## config.mk

```make
export PLATFORM = sky130hd
export DESIGN_NAME = sync_bitstream_modem_port
export DESIGN_NICKNAME = d
export VERILOG_FILES = /design/src/modem_port_pkg.sv /design/src/byte_fifo.sv /design/src/sync_bitstream_modem_port.sv
export VERILOG_INCLUDE_DIRS = /design/src
export SDC_FILE = /design/constraint.sdc
export NUM_CORES = 1
export LEC_CHECK = 0
export BUFFER_PORTS_ARGS = -buffer_cell sky130_fd_sc_hd__buf_2
export CORE_MARGIN = 3
export CORE_UTILIZATION = 55
export DETAILED_ROUTE_END_ITERATION = 16
export PLACE_DENSITY = 0.75
export SLEW_MARGIN = 25
export SYNTH_ARGS = -nofsm -noshare
export SYNTH_HDL_FRONTEND = slang
export SYNTH_SLANG_ARGS = --single-unit
```

## constraint.sdc

```tcl
create_clock -name clk -period 7.8 [get_ports clk]
set_input_delay 1.56 -clock clk [delete_from_list [all_inputs] [get_ports clk]]
set_output_delay 1.56 -clock clk [all_outputs]
set_load 0.01 [all_outputs]
```

## src/modem_port_consts.svh

```systemverilog
// Register offsets, reset values and timing constants of the modem port
`ifndef MODEM_PORT_CONSTS_SVH
`define MODEM_PORT_CONSTS_SVH
// ----------------------------------------
// Register offsets
// ----------------------------------------
`define MP_REG_CTRL      8'h00
`define MP_REG_SYN       8'h04
`define MP_REG_MSG_LEN   8'h08
`define MP_REG_STATUS    8'h0C
`define MP_REG_LOSS      8'h10
// ----------------------------------------
// Field positions and reset values
// ----------------------------------------
`define MP_CTRL_W        5
`define MP_STAT_LVL_POS  8
`define MP_CTRL_RESET    5'h00
`define MP_SYN_RESET     8'h16
`define MP_MSG_LEN_RESET 8'h10
// ----------------------------------------
// Timing
// ----------------------------------------
`define MP_CLK_NS        8
`define MP_BIT_HALF_NS   40
`define MP_FIFO_DEPTH    8
`endif

```

## src/modem_port_pkg.sv

```systemverilog
// Types shared by the modem port and its bench
package modem_port_pkg;
	// Control word written by software
	typedef struct packed {
		logic [1:0] streams_m1;
		logic       long_haul_host_protocol;
		logic       guaranteed;
		logic       syn_insert;
	} ctrl_t;
	// One byte of a message with its framing
	typedef struct packed {
		logic       last;
		logic [1:0] stream;
		logic [7:0] data;
	} net_byte_t;
	// Input framing states
	typedef enum logic [1:0] {
		HUNT = 2'b00,
		IDLE = 2'b01,
		MSG  = 2'b10
	} in_state_t;
endpackage : modem_port_pkg

```

## src/byte_fifo.sv

```systemverilog
// Small FIFO with registered read data
`timescale 1ns/1ns
module byte_fifo #(
	parameter int WIDTH = 11,
	parameter int DEPTH = 8
) (
	input  wire logic                         clk,
	input  wire logic                         rst_b,
	input  wire logic                         in_valid,
	output logic                              in_ready,
	input  wire logic [WIDTH-1:0]             in_data,
	output logic                              out_valid,
	input  wire logic                         out_ready,
	output logic [WIDTH-1:0]                  out_data,
	output logic [$clog2(DEPTH+2)-1:0]        level
);
	localparam int AW = $clog2(DEPTH);
	localparam int CW = $clog2(DEPTH+1);
	logic [WIDTH-1:0] mem [DEPTH];
	logic [AW-1:0]    wp;
	logic [AW-1:0]    rp;
	logic [CW-1:0]    count;
	logic             push;
	logic             pop;
	// Full only when the array is full; the output stage adds one slot
	assign in_ready = (count != CW'(DEPTH));
	assign push = in_valid && in_ready;
	assign pop = (count != '0) && (!out_valid || out_ready);
	assign level = ($clog2(DEPTH+2))'(count) + ($clog2(DEPTH+2))'(out_valid);
	// Array write
	always_ff @(posedge clk)
	begin
		if (push)
			mem[wp] <= in_data;
	end
	// Pointers and fill count
	always_ff @(posedge clk or negedge rst_b)
	begin
		if (!rst_b)
		begin
			wp <= '0;
			rp <= '0;
			count <= '0;
		end
		else
		begin
			if (push)
				wp <= (wp == AW'(DEPTH-1)) ? '0 : wp + 1'b1;
			if (pop)
				rp <= (rp == AW'(DEPTH-1)) ? '0 : rp + 1'b1;
			count <= count + CW'(push) - CW'(pop);
		end
	end
	// Output register, read data straight from a flop
	always_ff @(posedge clk or negedge rst_b)
	begin
		if (!rst_b)
		begin
			out_valid <= 1'b0;
			out_data <= '0;
		end
		else if (pop)
		begin
			out_valid <= 1'b1;
			out_data <= mem[rp];
		end
		else if (out_ready)
			out_valid <= 1'b0;
	end
endmodule : byte_fifo

```

## src/sync_bitstream_modem_port.sv

```systemverilog
// Synchronous modem emulating port: framing, SYN handling and bit clocks
//
// Decided for this implementation: the register offsets and the strobed register port.
`timescale 1ns/1ns
`include "modem_port_consts.svh"
module sync_bitstream_modem_port
	import modem_port_pkg::*;
#(
	parameter int HALF_CYCLES = (`MP_BIT_HALF_NS + `MP_CLK_NS - 1) / `MP_CLK_NS,
	parameter int FIFO_DEPTH  = `MP_FIFO_DEPTH
) (
	input  wire logic        clk,
	input  wire logic        rst_b,
	input  wire logic [7:0]  reg_addr,
	input  wire logic [31:0] reg_wdata,
	input  wire logic        reg_wr,
	input  wire logic        reg_rd,
	output logic [31:0]      reg_rdata,
	output logic             sys_in_clk,
	input  wire logic        sys_data_in,
	output logic             sys_out_clk,
	output logic             sys_data_out,
	output net_byte_t        net_tx,
	output logic             net_tx_valid,
	input  wire logic        net_tx_ready,
	input  wire net_byte_t   net_rx,
	input  wire logic        net_rx_valid,
	output logic             net_rx_ready,
	output logic             long_haul_host_protocol
);
	localparam int LW = $clog2(FIFO_DEPTH+2);
	localparam int DW = $clog2(HALF_CYCLES+1);
	ctrl_t           ctrl;
	logic [7:0]      syn_char;
	logic [7:0]      msg_len;
	logic [15:0]     loss_count;
	logic [DW-1:0]   div_count;
	logic            half_tick;
	logic [1:0]      bit_clk;
	logic [1:0]      rise;
	logic [1:0]      suspend;
	logic            din_meta;
	logic            din_sync;
	in_state_t       in_state;
	logic [7:0]      in_shift;
	logic [7:0]      next_in_shift;
	logic [2:0]      in_bitcnt;
	logic [7:0]      msg_count;
	logic [1:0]      stream;
	logic            char_done;
	logic            push;
	net_byte_t       push_item;
	logic            fifo_in_ready;
	logic            fifo_out_valid;
	net_byte_t       fifo_out;
	logic            fifo_pop;
	logic [LW-1:0]   fifo_level;
	logic            in_suspend;
	logic [7:0]      out_shift;
	logic [3:0]      out_bits;
	logic            hold_valid;
	logic [7:0]      hold_data;
	logic            out_load;
	logic            next_hold_valid;
	logic [31:0]     next_rdata;
	// ----------------------------------------
	// Register file
	// ----------------------------------------
	// Software writes; a loss counter clear in the same cycle as a new loss leaves the count at one
	always_ff @(posedge clk or negedge rst_b)
	begin
		if (!rst_b)
		begin
			ctrl <= ctrl_t'(`MP_CTRL_RESET);
			syn_char <= `MP_SYN_RESET;
			msg_len <= `MP_MSG_LEN_RESET;
		end
		else if (reg_wr)
		begin
			if (reg_addr == `MP_REG_CTRL)
				ctrl <= ctrl_t'(reg_wdata[`MP_CTRL_W-1:0]);
			if (reg_addr == `MP_REG_SYN)
				syn_char <= reg_wdata[7:0];
			if (reg_addr == `MP_REG_MSG_LEN)
				msg_len <= reg_wdata[7:0];
		end
	end
	// Read mux, unmapped offsets read zero
	always_comb
	begin
		unique case (reg_addr)
			`MP_REG_CTRL:    next_rdata = 32'(ctrl);
			`MP_REG_SYN:     next_rdata = 32'(syn_char);
			`MP_REG_MSG_LEN: next_rdata = 32'(msg_len);
			`MP_REG_STATUS:  next_rdata = (32'(fifo_level) << `MP_STAT_LVL_POS)
				| 32'({in_state == MSG, suspend[1], suspend[0], in_state != HUNT});
			`MP_REG_LOSS:    next_rdata = 32'(loss_count);
			default:         next_rdata = 32'h00000000;
		endcase
	end
	// Read data stands the cycle after the strobe only
	always_ff @(posedge clk or negedge rst_b)
	begin
		if (!rst_b)
			reg_rdata <= 32'h00000000;
		else
			reg_rdata <= reg_rd ? next_rdata : 32'h00000000;
	end
	always_ff @(posedge clk or negedge rst_b)
	begin
		if (!rst_b)
			long_haul_host_protocol <= 1'b0;
		else
			long_haul_host_protocol <= ctrl.long_haul_host_protocol;
	end
	// ----------------------------------------
	// Bit clock generation
	// ----------------------------------------
	// Half bit divider shared by both directions
	always_ff @(posedge clk or negedge rst_b)
	begin
		if (!rst_b)
		begin
			div_count <= '0;
			half_tick <= 1'b0;
		end
		else
		begin
			half_tick <= (div_count == DW'(HALF_CYCLES-1));
			div_count <= (div_count == DW'(HALF_CYCLES-1)) ? '0 : div_count + 1'b1;
		end
	end
	// guaranteed mode always pauses rather than losing input
	assign in_suspend = !fifo_in_ready && (ctrl.guaranteed || !ctrl.syn_insert);
	assign suspend = {out_bits == 4'h0, in_suspend};
	// both clocks made here; pauses only hold the clock low
	genvar gi;
	generate
		for (gi = 0; gi < 2; gi++)
		begin : g_bitclk
			// a pause simply stretches the low phase
			always_ff @(posedge clk or negedge rst_b)
			begin
				if (!rst_b)
				begin
					bit_clk[gi] <= 1'b0;
					rise[gi] <= 1'b0;
				end
				else
				begin
					rise[gi] <= half_tick && !bit_clk[gi] && !suspend[gi];
					if (half_tick && (bit_clk[gi] || !suspend[gi]))
						bit_clk[gi] <= !bit_clk[gi];
				end
			end
		end
	endgenerate
	assign sys_in_clk = bit_clk[0];
	assign sys_out_clk = bit_clk[1];
	// ----------------------------------------
	// Input path
	// ----------------------------------------
	// Pin synchroniser
	always_ff @(posedge clk or negedge rst_b)
	begin
		if (!rst_b)
		begin
			din_meta <= 1'b0;
			din_sync <= 1'b0;
		end
		else
		begin
			din_meta <= sys_data_in;
			din_sync <= din_meta;
		end
	end
	// Least significant bit arrives first
	assign next_in_shift = {din_sync, in_shift[7:1]};
	assign char_done = rise[0] && (in_state != HUNT) && (in_bitcnt == 3'h7);
	// a SYN seen between messages is never pushed
	assign push = char_done && !(in_state == IDLE && next_in_shift == syn_char);
	assign push_item = '{last: (in_state == IDLE) ? (msg_len == 8'h01)
		: (msg_count + 8'h01 == msg_len), stream: stream, data: next_in_shift};
	// Character framing and message boundaries
	always_ff @(posedge clk or negedge rst_b)
	begin
		if (!rst_b)
		begin
			in_state <= HUNT;
			in_shift <= 8'h00;
			in_bitcnt <= 3'h0;
			msg_count <= 8'h00;
		end
		else if (rise[0])
		begin
			in_shift <= next_in_shift;
			in_bitcnt <= in_bitcnt + 3'h1;
			unique case (in_state)
				HUNT:
				begin
					// bitwise search aligns the character framing
					in_bitcnt <= 3'h0;
					// first fill character gives the framing
					if (next_in_shift == syn_char)
						in_state <= IDLE;
				end
				IDLE:
				begin
					if (push)
					begin
						msg_count <= 8'h01;
						if (!push_item.last)
							in_state <= MSG;
					end
				end
				MSG:
				begin
					if (push)
					begin
						msg_count <= msg_count + 8'h01;
						if (push_item.last)
							in_state <= IDLE;
					end
				end
				default:
					in_state <= HUNT;
			endcase
		end
	end
	// successive messages rotate over the configured streams
	always_ff @(posedge clk or negedge rst_b)
	begin
		if (!rst_b)
			stream <= 2'h0;
		else if (push && push_item.last)
			stream <= (stream >= ctrl.streams_m1) ? 2'h0 : stream + 2'h1;
	end
	// fixed delay mode counts bytes lost to a full buffer
	always_ff @(posedge clk or negedge rst_b)
	begin
		if (!rst_b)
			loss_count <= 16'h0000;
		else if (push && !fifo_in_ready)
			loss_count <= (reg_wr && reg_addr == `MP_REG_LOSS) ? 16'h0001 : loss_count + 16'h0001;
		else if (reg_wr && reg_addr == `MP_REG_LOSS)
			loss_count <= 16'h0000;
	end
	byte_fifo #(
		.WIDTH ($bits(net_byte_t)),
		.DEPTH (FIFO_DEPTH)
	) u_in_fifo (
		.clk       (clk),
		.rst_b     (rst_b),
		.in_valid  (push),
		.in_ready  (fifo_in_ready),
		.in_data   (push_item),
		.out_valid (fifo_out_valid),
		.out_ready (fifo_pop),
		.out_data  (fifo_out),
		.level     (fifo_level)
	);
	// Network output register, stalls the buffer when the network stalls
	assign fifo_pop = !net_tx_valid || net_tx_ready;
	always_ff @(posedge clk or negedge rst_b)
	begin
		if (!rst_b)
		begin
			net_tx_valid <= 1'b0;
			net_tx <= '0;
		end
		else if (fifo_pop)
		begin
			net_tx_valid <= fifo_out_valid;
			net_tx <= fifo_out;
		end
	end
	// ----------------------------------------
	// Output path
	// ----------------------------------------
	// One byte holding register; ready is only high while it is empty
	assign out_load = (out_bits == 4'h0) && (hold_valid || ctrl.syn_insert);
	assign next_hold_valid = (net_rx_valid && net_rx_ready) || (hold_valid && !out_load);
	always_ff @(posedge clk or negedge rst_b)
	begin
		if (!rst_b)
		begin
			hold_valid <= 1'b0;
			hold_data <= 8'h00;
			net_rx_ready <= 1'b0;
		end
		else
		begin
			hold_valid <= next_hold_valid;
			net_rx_ready <= !next_hold_valid;
			if (net_rx_valid && net_rx_ready)
				hold_data <= net_rx.data;
		end
	end
	// bytes leave in arrival order, least significant bit first
	always_ff @(posedge clk or negedge rst_b)
	begin
		if (!rst_b)
		begin
			out_shift <= 8'h00;
			out_bits <= 4'h0;
			sys_data_out <= 1'b0;
		end
		else if (out_load)
		begin
			// fill with SYN when nothing waits
			out_shift <= hold_valid ? hold_data : syn_char;
			sys_data_out <= hold_valid ? hold_data[0] : syn_char[0];
			out_bits <= 4'h8;
		end
		else if (half_tick && bit_clk[1] && out_bits != 4'h0)
		begin
			out_shift <= {1'b0, out_shift[7:1]};
			sys_data_out <= out_shift[1];
			// starving leaves out_bits at zero, holding the clock
			out_bits <= out_bits - 4'h1;
		end
	end
endmodule : sync_bitstream_modem_port

```

==> summary.txt, run 1 <==
GRT
  – Gr ovfl total: 0
  – Initial antenna violation count: 0
  – Largest net degree at the start of global routing: 76
  – Vias in the first global route: about 6600
  – Global-route wire length before repair: ~34 mm
  – GRT Total Usage: 0.2078

Worst setup path
  – Cells along the critical path: buf_2 > nor2b_2 > nand2_1 > nand2_1 > inv_1 > ha_1 > inv_1 > ha_1 > inv_1 > fa_1 > xnor2_1
  – Data arrival, critical path: ~4.2 ns
  – Beginning of the critical path: net_tx_ready
  – Most used cell, CP: inv_1
  – Critical path depth in cells: 11
  – CP max-delay cell: nand2_1
  – FF-to-FF Start: rise[0]
  – Largest delay share family, worst path: simple AND/OR/NAND/NOR gates
  – Max stage delay on crit path: around 0.56 ns
  – R2R cell count: 7
  – Crit path launch type: input pin
  – Worst Setup Path Type: in2reg
  – Worst Path Required: just over 8 ns
  – Endpoint type of the worst setup path: flop
  – CP Max Fanout: 27
  – WP buf/inv: 4

Cells and area
  – Filler cell count: 1324
  – Seq. cell area: around 0.006 sq mm
  – Fin nets: 920
  – Final Non-Filler Cells: 1085
  – Layout cells sized above 1: 0.2360
  – Most common cell after layout, fill and taps aside: dfrtp_1
  – Commonest non-fill, non-tap cells in the layout: 136 x dfrtp_1, 88 x edfxtp_1, 78 x nand2_1
  – Ant diodes: 0
  – Layout area overhead: 12.23%
  – Final Cell Area: around 0.011 sq mm
  – Multi-input logic area: between 0.003 and 0.004 sq mm

Placement
  – RePlAce Congestion: roughly 0.84
  – DP Cell Count: roughly 1000
  – HPWL Detailed: 13.73 mm
  – Placed cell areas: around 0.011 sq mm
  – Place WS: around 3.1 ns
  – # port buffers: 63

Synthesis
  – Top_reg_cell synth: dfrtp_1
  – Syn avg cell area: ~13 sq um
  – Mapped Cells: 774
  – Ys async rst share: 0.6157
  – Distinct cell type count after synthesis: 63
  – Ys Warns: 0
  – Area leader, netlist: dfrtp_1
  – Synth top area cells: dfrtp_1 34%, edfxtp_1 26%, mux2_2 6.1%
  – Yosys top cell area share: 0.3368
  – Number of synthesized flops with an enable pin: 88
  – Synthesized area: between 0.01 and 0.015 sq mm
  – Register area share after synthesis: 0.6068
  – Seq cells post-synth: 229

STA
  – RSZ-0062 raised after global routing: false
  – Final WS setup: slightly above 4 ns
  – Final period util: 0.4836
  – Period minus WS final: around 3.8 ns
  – Setup-failing EPs final: 0
  – Fin. Hold Viols: 0
  – Slew Limit Headroom: 0.3023
  – Worst slew pin tran: about 1.0 ns
  – Setup TNS: 0 ns
  – F_max: about 0.27 GHz
  – Worst Skew: 0.01588 ns
  – Fin. max-slew vios: 0

Power
  – Pwr Density: roughly 280 mW/mm^2
  – Final Power: roughly 3.2 mW
  – Leak: roughly 4.8 nW
  – Max IR drop VDD: ~0.2 mV

Die
  – Die area: between 0.02 and 0.025 sq mm
  – Starting density of the core: 0.5628
  – CORE AREA: roughly 0.018 sq mm
  – I/O pins: roughly 110
  – Die width: between 100 and 150 um
  – Rows: just under 50
  – Die Height: 142.0 um

Clocking
  – H-tree levels: 1
  – CTS tree: done
  – Maximum root-to-sink buffer count: 3
  – Later-pin clock latency in the skew report: roughly 0.51 ns
  – Number of clock sinks: about 230
  – Hold_buf cts: 0
  – Post-cts gate resize count: 0
  – Postcts setup bufs: 0
  – Reg clk slew, reported paths: about 0.06 ns
  – Root Driver: clkbuf_16
  – TritonCTS buffer count: 24

Hold path
  – Worst hold path type: reg2reg
  – Hold wc startpoint: din_meta
  – Hold Path Depth: 0

Status
  – Status: finished clean

Route
  – Vias: roughly 6300
  – Detail Route Antenna Nets: 0
  – Detail-routed via count per cell: between 5 and 6
  – Pre-antenna DRT Iters: 5
  – Met3 routed WL: just over 900 um
  – DRC Markers: 0
  – DRT Wirelength: approximately 20 mm
  – Metal2 WL: around 10 mm
  – Met1 wire length: 8.460 mm
  – Drt initial violations: roughly 430
  – WL per Instance: 18.59 um
  – Highest Signal Layer: met4

Run
  – Max-cap violations: 0
==> final timing paths <==
| check | end | slack, ns |
|---|---|---|
| min in group asynchronous | u_in_fifo.count[2] | 1.07 |
| min reg2reg | din_sync | 0.35 |
| max | u_in_fifo.count[2] | 4.03 |
| max in group asynchronous | msg_count[5] | 5.42 |
| max reg2reg | u_in_fifo.mem[7][7] | 4.26 |
| min | din_sync | 0.35 |
==> per-stage QoR <==
step / hold WS (ns) / utilization
2_1_floorplan: 0.3312 / -
3_3_place_gp: 0.3360 / 0.5896
3_5_place_dp: 0.3373 / 0.5898
4_1_cts: 0.3512 / 0.6304
5_1_grt: 0.3658 / 0.6316
6_report: 0.3475 / 0.6316
==> cell type report <==
cell class,count,area share
timing repair buffer,69,0.03209
tap,229,0.02508
clock buffer,37,0.06134
inverter,25,0.008215
sequential,229,0.5407
clock inverter,6,0.002957
multi-input combinational,490,0.3296
==> sequential cells by signal (all words and copies together) (netlist names), 2 cells and up <==
| signal | flops |
|---|---|
| ctrl | 5 |
| div_count | 3 |
| hold_data | 8 |
| in_bitcnt | 3 |
| in_shift | 7 |
| in_state | 2 |
| loss_count | 16 |
| msg_count | 8 |
| msg_len | 8 |
| net_tx | 11 |
| out_bits | 4 |
| out_shift | 8 |
| reg_rdata | 16 |
| stream | 2 |
| syn_char | 8 |
| u_in_fifo.count | 4 |
| u_in_fifo.mem | 88 |
| u_in_fifo.out_data | 11 |
| u_in_fifo.rp | 3 |
| u_in_fifo.wp | 3 |
==> metal layers <==
| layer | vias up | GRT usage |
|---|---|---|
| met2 | 157 | 0.3662 |
| met1 | 3203 | 0.2721 |
| met5 | - | 0 |
| met3 | 35 | 0.03091 |
| met4 | 0 | 0.05404 |
| li1 | 2953 | - |
==> synth_stat cells, types with 8 or more instances <==
library cell / count
mux2i_1: 20
inv_1: 25
nand3_1: 18
xor2_1: 19
o21ai_0: 43
nor2_1: 39
nor2b_1: 8
nand4_1: 11
nor3_1: 10
buf_2: 9
mux2_2: 55
dfrtp_1: 137
and3_1: 11
edfxtp_1: 88
and2_1: 9
ha_1: 22
buf_4: 17
nand2_1: 78
clkbuf_1: 17
a21oi_1: 19
mux4_2: 22
xnor2_1: 8
==> logic make-up after synthesis <==
group                    share of synthesized area
AND/OR/NAND/NOR                             0.1099
other                                    0.0003684
flip-flops                                  0.6068
adder cells (fa/ha/maj)                    0.02901
multiplexers                                0.1292
buffers and inverters                      0.03393
XOR/XNOR                                   0.02323
AO/OA/AOI/OAI                              0.06761
==> power breakdown <==
| part | leakage, nW | internal [mW] | switching (mW) | total, mW |
|---|---|---|---|---|
| sequential | 2.53 | 1.42 | 0.165 | 1.58 |
| combinational | 1.88 | 0.310 | 0.292 | 0.602 |
| clock | 0.354 | 0.616 | 0.443 | 1.06 |
| total | 4.77 | 2.35 | 0.900 | 3.25 |
Power figures use the tool's default switching activity.
==> run 2, diff against run 1 <==
==> constraint.sdc (replaced) <==
create_clock -name clk -period 3.8 [get_ports clk]
set_input_delay 0.76 -clock clk [delete_from_list [all_inputs] [get_ports clk]]
set_output_delay 0.76 -clock clk [all_outputs]
set_load 0.01 [all_outputs]
==> summary.txt, run 2 (same netlist as run 1, synthesis figures left out) <==
Cells and area
  – Fin nets: 931
  – Final Non-Filler Cells: 1096
  – Max reg flops: 88
  – Final Cell Area: 0.01152 sq mm
  – Layout area overhead: 13.21%
  – Commonest non-fill, non-tap cells in the layout: 137 x dfrtp_1, 88 x edfxtp_1, 78 x nand2_1
  – Most common cell after layout, fill and taps aside: dfrtp_1
  – Reg with most FFs: u_in_fifo.mem
  – Layout cells sized above 1: 0.2422
  – Biggest regs: u_in_fifo.mem (88), loss_count (16), reg_rdata (16)
  – Filler cell count: 1316
  – Ant diodes: 0

Route
  – DRT Wirelength: about 20 mm
  – DRC Markers: 0
  – Detail Route Antenna Nets: 0
  – Pre-antenna DRT Iters: 7
  – Vias: between 6000 and 7000
  – Drt initial violations: roughly 430
  – Detail-routed via count per cell: around 6
  – WL per Instance: roughly 18 um

STA
  – Period minus WS final: ~2.8 ns
  – Fin. Hold Viols: 0
  – Worst Skew: approximately 0.012 ns
  – Setup-failing EPs final: 0
  – Worst slew pin tran: 1.026 ns
  – F_max: between 0.3 and 0.4 GHz
  – Fin. max-slew vios: 0
  – Final period util: 0.7406
  – Setup TNS: 0 ns
  – Slew Limit Headroom: 0.3161
  – RSZ-0062 raised after global routing: false
  – Worst Hold Margin: between 0.3 and 0.4 ns

Worst setup path
  – Worst Path Required: between 4 and 5 ns
  – RR Endpoint: u_in_fifo.mem[5][10]
  – Reg-to-reg slack, setup: a little under 1 ns
  – Cells along the critical path: ha_1 > nand3_1 > or3_1 > and3_1 > or4_1 > a211oi_1 > buf_4
  – Largest delay share family, worst path: simple AND/OR/NAND/NOR gates
  – Max stage delay on crit path: just under 0.5 ns
  – Endpoint type of the worst setup path: flop
  – Data arrival, critical path: between 3 and 4 ns
  – CP max-delay cell: dfrtp_1
  – Critical path depth in cells: 7
  – Beginning of the critical path: msg_count[0]
  – FF-to-FF Start: msg_count[0]
  – R2R cell count: 7
  – Worst Setup Path Type: reg2reg
  – CP Max Fanout: 9
  – WP buf/inv: 1
  – Crit path to: u_in_fifo.mem[5][10]
  – Crit path launch type: flop

Status
  – Status: finished clean

GRT
  – Initial antenna violation count: 0
  – GRT Total Usage: 0.2045
  – Largest net degree at the start of global routing: between 80 and 90
  – Met1 Use GR: 0.2597
  – Gr ovfl total: 0
  – Gr busiest metal: met2
  – Grt met2 use: 0.3635
  – Global-route wire length before repair: 33.55 mm
  – Vias in the first global route: around 6700
  – M3 GR Usage: 0.03495

Clocking
  – CTS tree: done
  – Hold_buf cts: 0
  – Post-cts gate resize count: 0
  – Root Driver: clkbuf_16
  – Reg clk slew, reported paths: 0.06 ns
  – Postcts setup bufs: 0
  – TritonCTS buffer count: 24
  – H-tree levels: 1
  – Later-pin clock latency in the skew report: 0.51 ns
  – Number of clock sinks: 229
  – Maximum root-to-sink buffer count: 3

Power
  – Leak: just under 5 nW
  – Pwr Density: ~590 mW/mm^2
  – Max IR drop VDD: 0.3835 mV
  – P_int: roughly 4.9 mW
  – Switch Pwr: between 1.5 and 2 mW
  – Power share of the combinational group: 0.185
  – Sequential Power Share: 0.480
  – Clock share of power: 0.335
  – Sw Share: 0.2732

Die
  – Die width: 142.0 um
  – Die Height: 142.0 um
  – Rows: 49
  – I/O pins: between 100 and 150
  – CORE AREA: 0.01809 sq mm
  – Starting density of the core: 0.5628
  – Die area: between 0.02 and 0.025 sq mm

Placement
  – # port buffers: 63
  – Placed cell areas: 0.01074 sq mm
  – RePlAce Congestion: 0.8377
  – DP Cell Count: around 1100
  – HPWL Detailed: 13.97 mm

Run
  – Max-cap violations: 0

Hold path
  – Worst hold path type: in2async
run 2: cell types whose count changed in the layout (fill, tap and decap cells not counted), moves of 2 or more:
cell,before,now
buf_4,6,16
clkbuf_1,9,3
clkinv_1,1,4
nor3_1,7,10
nor3_4,3,0
bufinv_16,0,2
clkinv_2,3,5
run 2: worst min-delay path by stage:
stage | startpoint | to | slack (ns)
after floorplan | din_meta | din_sync | 0.33
after global placement | din_meta | din_sync | 0.34
after detailed placement | din_meta | din_sync | 0.34
after CTS | rst_b | u_in_fifo.out_valid | 0.34
after global routing | sys_data_in | din_meta | 0.35
final | rst_b | u_in_fifo.out_valid | 0.31
run 2: stage by stage:
stage	utilization	power (mW)	setup WS (ns)
finish	0.6372	6.797	0.9856
global route	0.6372	7.161	0.7799
CTS	0.6372	6.863	0.9543
detailed placement	0.5941	4.583	0.8584
global placement	0.5941	4.479	0.9482
floorplan	-	4.172	0.6121
run 2: cell type report:
class | count | area (sq um) | share of cell area
multi-input cells | 490 | 3726 | 0.3233
repair buffers | 80 | 461.7 | 0.04006
inverters | 25 | 93.84 | 0.008143
well taps | 229 | 286.5 | 0.02486
clock buffers | 31 | 671.9 | 0.05831
clock inverters | 12 | 107.6 | 0.009338
flip-flops and latches | 229 | 6176 | 0.5359
run 2: power groups by stage:
stage | combinational (mW) | clock, mW | sequential [mW]
3_3_place_gp | 1.21 | 0 | 3.27
2_1_floorplan | 0.994 | 0 | 3.18
6_report | 1.26 | 2.28 | 3.26
5_1_grt | 1.42 | 2.43 | 3.31
3_5_place_dp | 1.27 | 0 | 3.31
4_1_cts | 1.28 | 2.32 | 3.27
run 2: worst reg2reg max path, delay by kind of cell, from the launching register on:
kind                     cells  cell delay, ns
AO/OA/AOI/OAI                1            0.43
adder cells (fa/ha/maj)      1            0.37
flip-flops                   1            0.49
buffers and inverters        1            0.23
AND/OR/NAND/NOR              4            1.16
run 2: metal layers:
layer | share of wire | vias up
met5 | 0 | -
met4 | 0.023 | 0
met3 | 0.043 | 39
met2 | 0.52 | 163
met1 | 0.42 | 3226
li1 | - | 2961
==> run 3, diff against run 2 <==
==> constraint.sdc (replaced) <==
create_clock -name clk -period 2.8 [get_ports clk]
set_input_delay 0.56 -clock clk [delete_from_list [all_inputs] [get_ports clk]]
set_output_delay 0.56 -clock clk [all_outputs]
set_load 0.01 [all_outputs]
==> summary.txt, run 3 (same netlist as run 1, synthesis figures left out) <==
Worst setup path
  – Max stage delay on crit path: 0.45 ns
  – CP max-delay cell: dfrtp_2
  – Beginning of the critical path: msg_count[0]
  – Cells along the critical path: ha_2 > nand3_1 > or3_1 > and3_1 > or4_1 > a211oi_2 > buf_4
  – Crit path launch type: flop
  – Worst Path Required: roughly 3.2 ns
  – Data arrival, critical path: 3.01 ns
  – Endpoint type of the worst setup path: flop
  – FF-to-FF Start: msg_count[0]
  – CP Max Fanout: 9
  – Worst Setup Path Type: reg2reg

Die
  – Starting density of the core: 0.5628
  – CORE AREA: 0.01809 sq mm
  – Rows: 49
  – Die area: roughly 0.020 sq mm
  – Die Height: about 140 um
  – I/O pins: 107
  – Die width: approximately 140 um

STA
  – Worst slew pin tran: between 0.7 and 0.8 ns
  – Slew Limit Headroom: 0.4729
  – Worst Skew: 0.01206 ns
  – Setup TNS: 0 ns
  – RSZ-0062 raised after global routing: false
  – Final period util: 0.9463
  – F_max: roughly 0.38 GHz
  – Fin. Hold Viols: 0
  – Worst Hold Margin: ~0.08 ns
  – Setup-failing EPs final: 0
  – Fin. max-slew vios: 0
  – Period minus WS final: 2.650 ns

Clocking
  – TritonCTS buffer count: 25
  – Hold_buf cts: 0
  – Root Driver: clkbuf_16
  – Number of clock sinks: roughly 230
  – CTS tree: done
  – Maximum root-to-sink buffer count: 3
  – Reg clk slew, reported paths: 0.06 ns
  – H-tree levels: 1
  – Later-pin clock latency in the skew report: slightly above 0.5 ns

Placement
  – # port buffers: 63
  – RePlAce Congestion: around 0.87
  – HPWL Detailed: ~14 mm

Power
  – Max IR drop VDD: between 0.4 and 0.5 mV
  – Leak: 4.907 nW
  – Pwr Density: between 700 and 800 mW/mm^2

GRT
  – Met1 Use GR: 0.2751
  – M3 GR Usage: 0.03797
  – Largest net degree at the start of global routing: 79
  – GRT Total Usage: 0.2103
  – Gr busiest metal: met2
  – Initial antenna violation count: 0
  – Grt met2 use: 0.3602
  – Gr ovfl total: 0
  – Vias in the first global route: approximately 6700
  – Global-route wire length before repair: between 30 and 40 mm

Cells and area
  – Ant diodes: 0
  – Biggest regs: u_in_fifo.mem (88), loss_count (16), reg_rdata (16)
  – Layout area overhead: 14.19%
  – Seq. cell area: around 0.0062 sq mm
  – Commonest non-fill, non-tap cells in the layout: 136 x dfrtp_1, 88 x edfxtp_1, 78 x nand2_1
  – Most common cell after layout, fill and taps aside: dfrtp_1
  – Core Util, Final: 0.6426
  – Max reg flops: 88
  – Fin nets: approximately 940
  – Reg with most FFs: u_in_fifo.mem
  – Multi-input logic area: between 0.003 and 0.004 sq mm
  – Filler cell count: between 1000 and 1500
  – Layout cells sized above 1: 0.2583

Route
  – DRC Markers: 0
  – Detail Route Antenna Nets: 0
  – Vias: between 6000 and 7000
  – Detail-routed via count per cell: just under 6
  – DRT Wirelength: between 20 and 25 mm
  – Drt initial violations: between 300 and 400
  – WL per Instance: about 19 um
  – Pre-antenna DRT Iters: 4

Hold path
  – Worst hold path type: in2async

Status
  – Status: finished clean

Run
  – Max-cap violations: 0
==> run 3: cell count changes in the layout (fill, tap and decap cells not counted), sizes merged <==
cell | previous run | this run
clkbuf | 31 | 36
bufinv | 2 | 1
buf | 80 | 86
clkinvlp | 1 | 2
clkinv | 9 | 6
==> run 3: cell type report <==
cell class                      count  area share
Inverter                           25    0.008074
Clock buffer                       36     0.06169
Clock inverter                      9    0.006459
Tap cell                          229     0.02465
Multi-Input combinational cell    490      0.3230
Sequential cell                   229      0.5315
Timing Repair Buffer               86     0.04468
==> run 3: path summary, 6_finish.rpt <==
path | to | slack, ns | cells after the start
worst max-delay path | u_in_fifo.mem[3][10] | 0.15 | 7
worst min-delay path | reg_rdata[7] | 0.08 | 1
worst max register to register | u_in_fifo.mem[3][10] | 0.15 | 7
worst min register to register | din_sync | 0.35 | 0
max in group asynchronous | msg_len[4] | 1.98 | 2
min in group clk | din_meta | 0.16 | 1
==> run 3: stage by stage <==
stage / total power [mW] / instance area, sq um / std cells / setup slack (ns)
global placement: 6.100 / 10820 / 1059 / 0.1199
finish: 9.261 / 11620 / 1104 / 0.1504
detailed placement: 6.218 / 10820 / 1059 / -0.05585
CTS: 9.365 / 11620 / 1104 / 0.05187
floorplan: 5.662 / 10270 / 789 / 0.04594
global route: 9.767 / 11620 / 1104 / 0.01094
==> run 3: repair_timing <==
action	in CTS	in global routing
gates resized for setup	1	2
endpoints found under the setup margin	8	8
setup buffers	0	0
pin swaps	0	0
==> run 3: power by group <==
part	leakage, nW	total [mW]	switching [mW]	internal, mW
sequential	2.53	4.37	0.412	3.95
combinational	1.99	1.77	0.884	0.889
clock	0.389	3.12	1.26	1.86
total	4.91	9.26	2.55	6.71
==> run 3: layer usage <==
metal | share of wire | wire length (um)
met1 | 0.42 | 8775
met4 | 0.021 | 430
met2 | 0.51 | 10640
met5 | 0 | 0
met3 | 0.046 | 962
==> run 3: worst max-delay path: cells and delay by family (launching register included) <==
family / cells / cell delay (ns)
compound gates: 1 / 0.38
fa+ha+maj: 1 / 0.29
buf+inv: 1 / 0.22
flops: 1 / 0.45
simple gates: 4 / 1.16
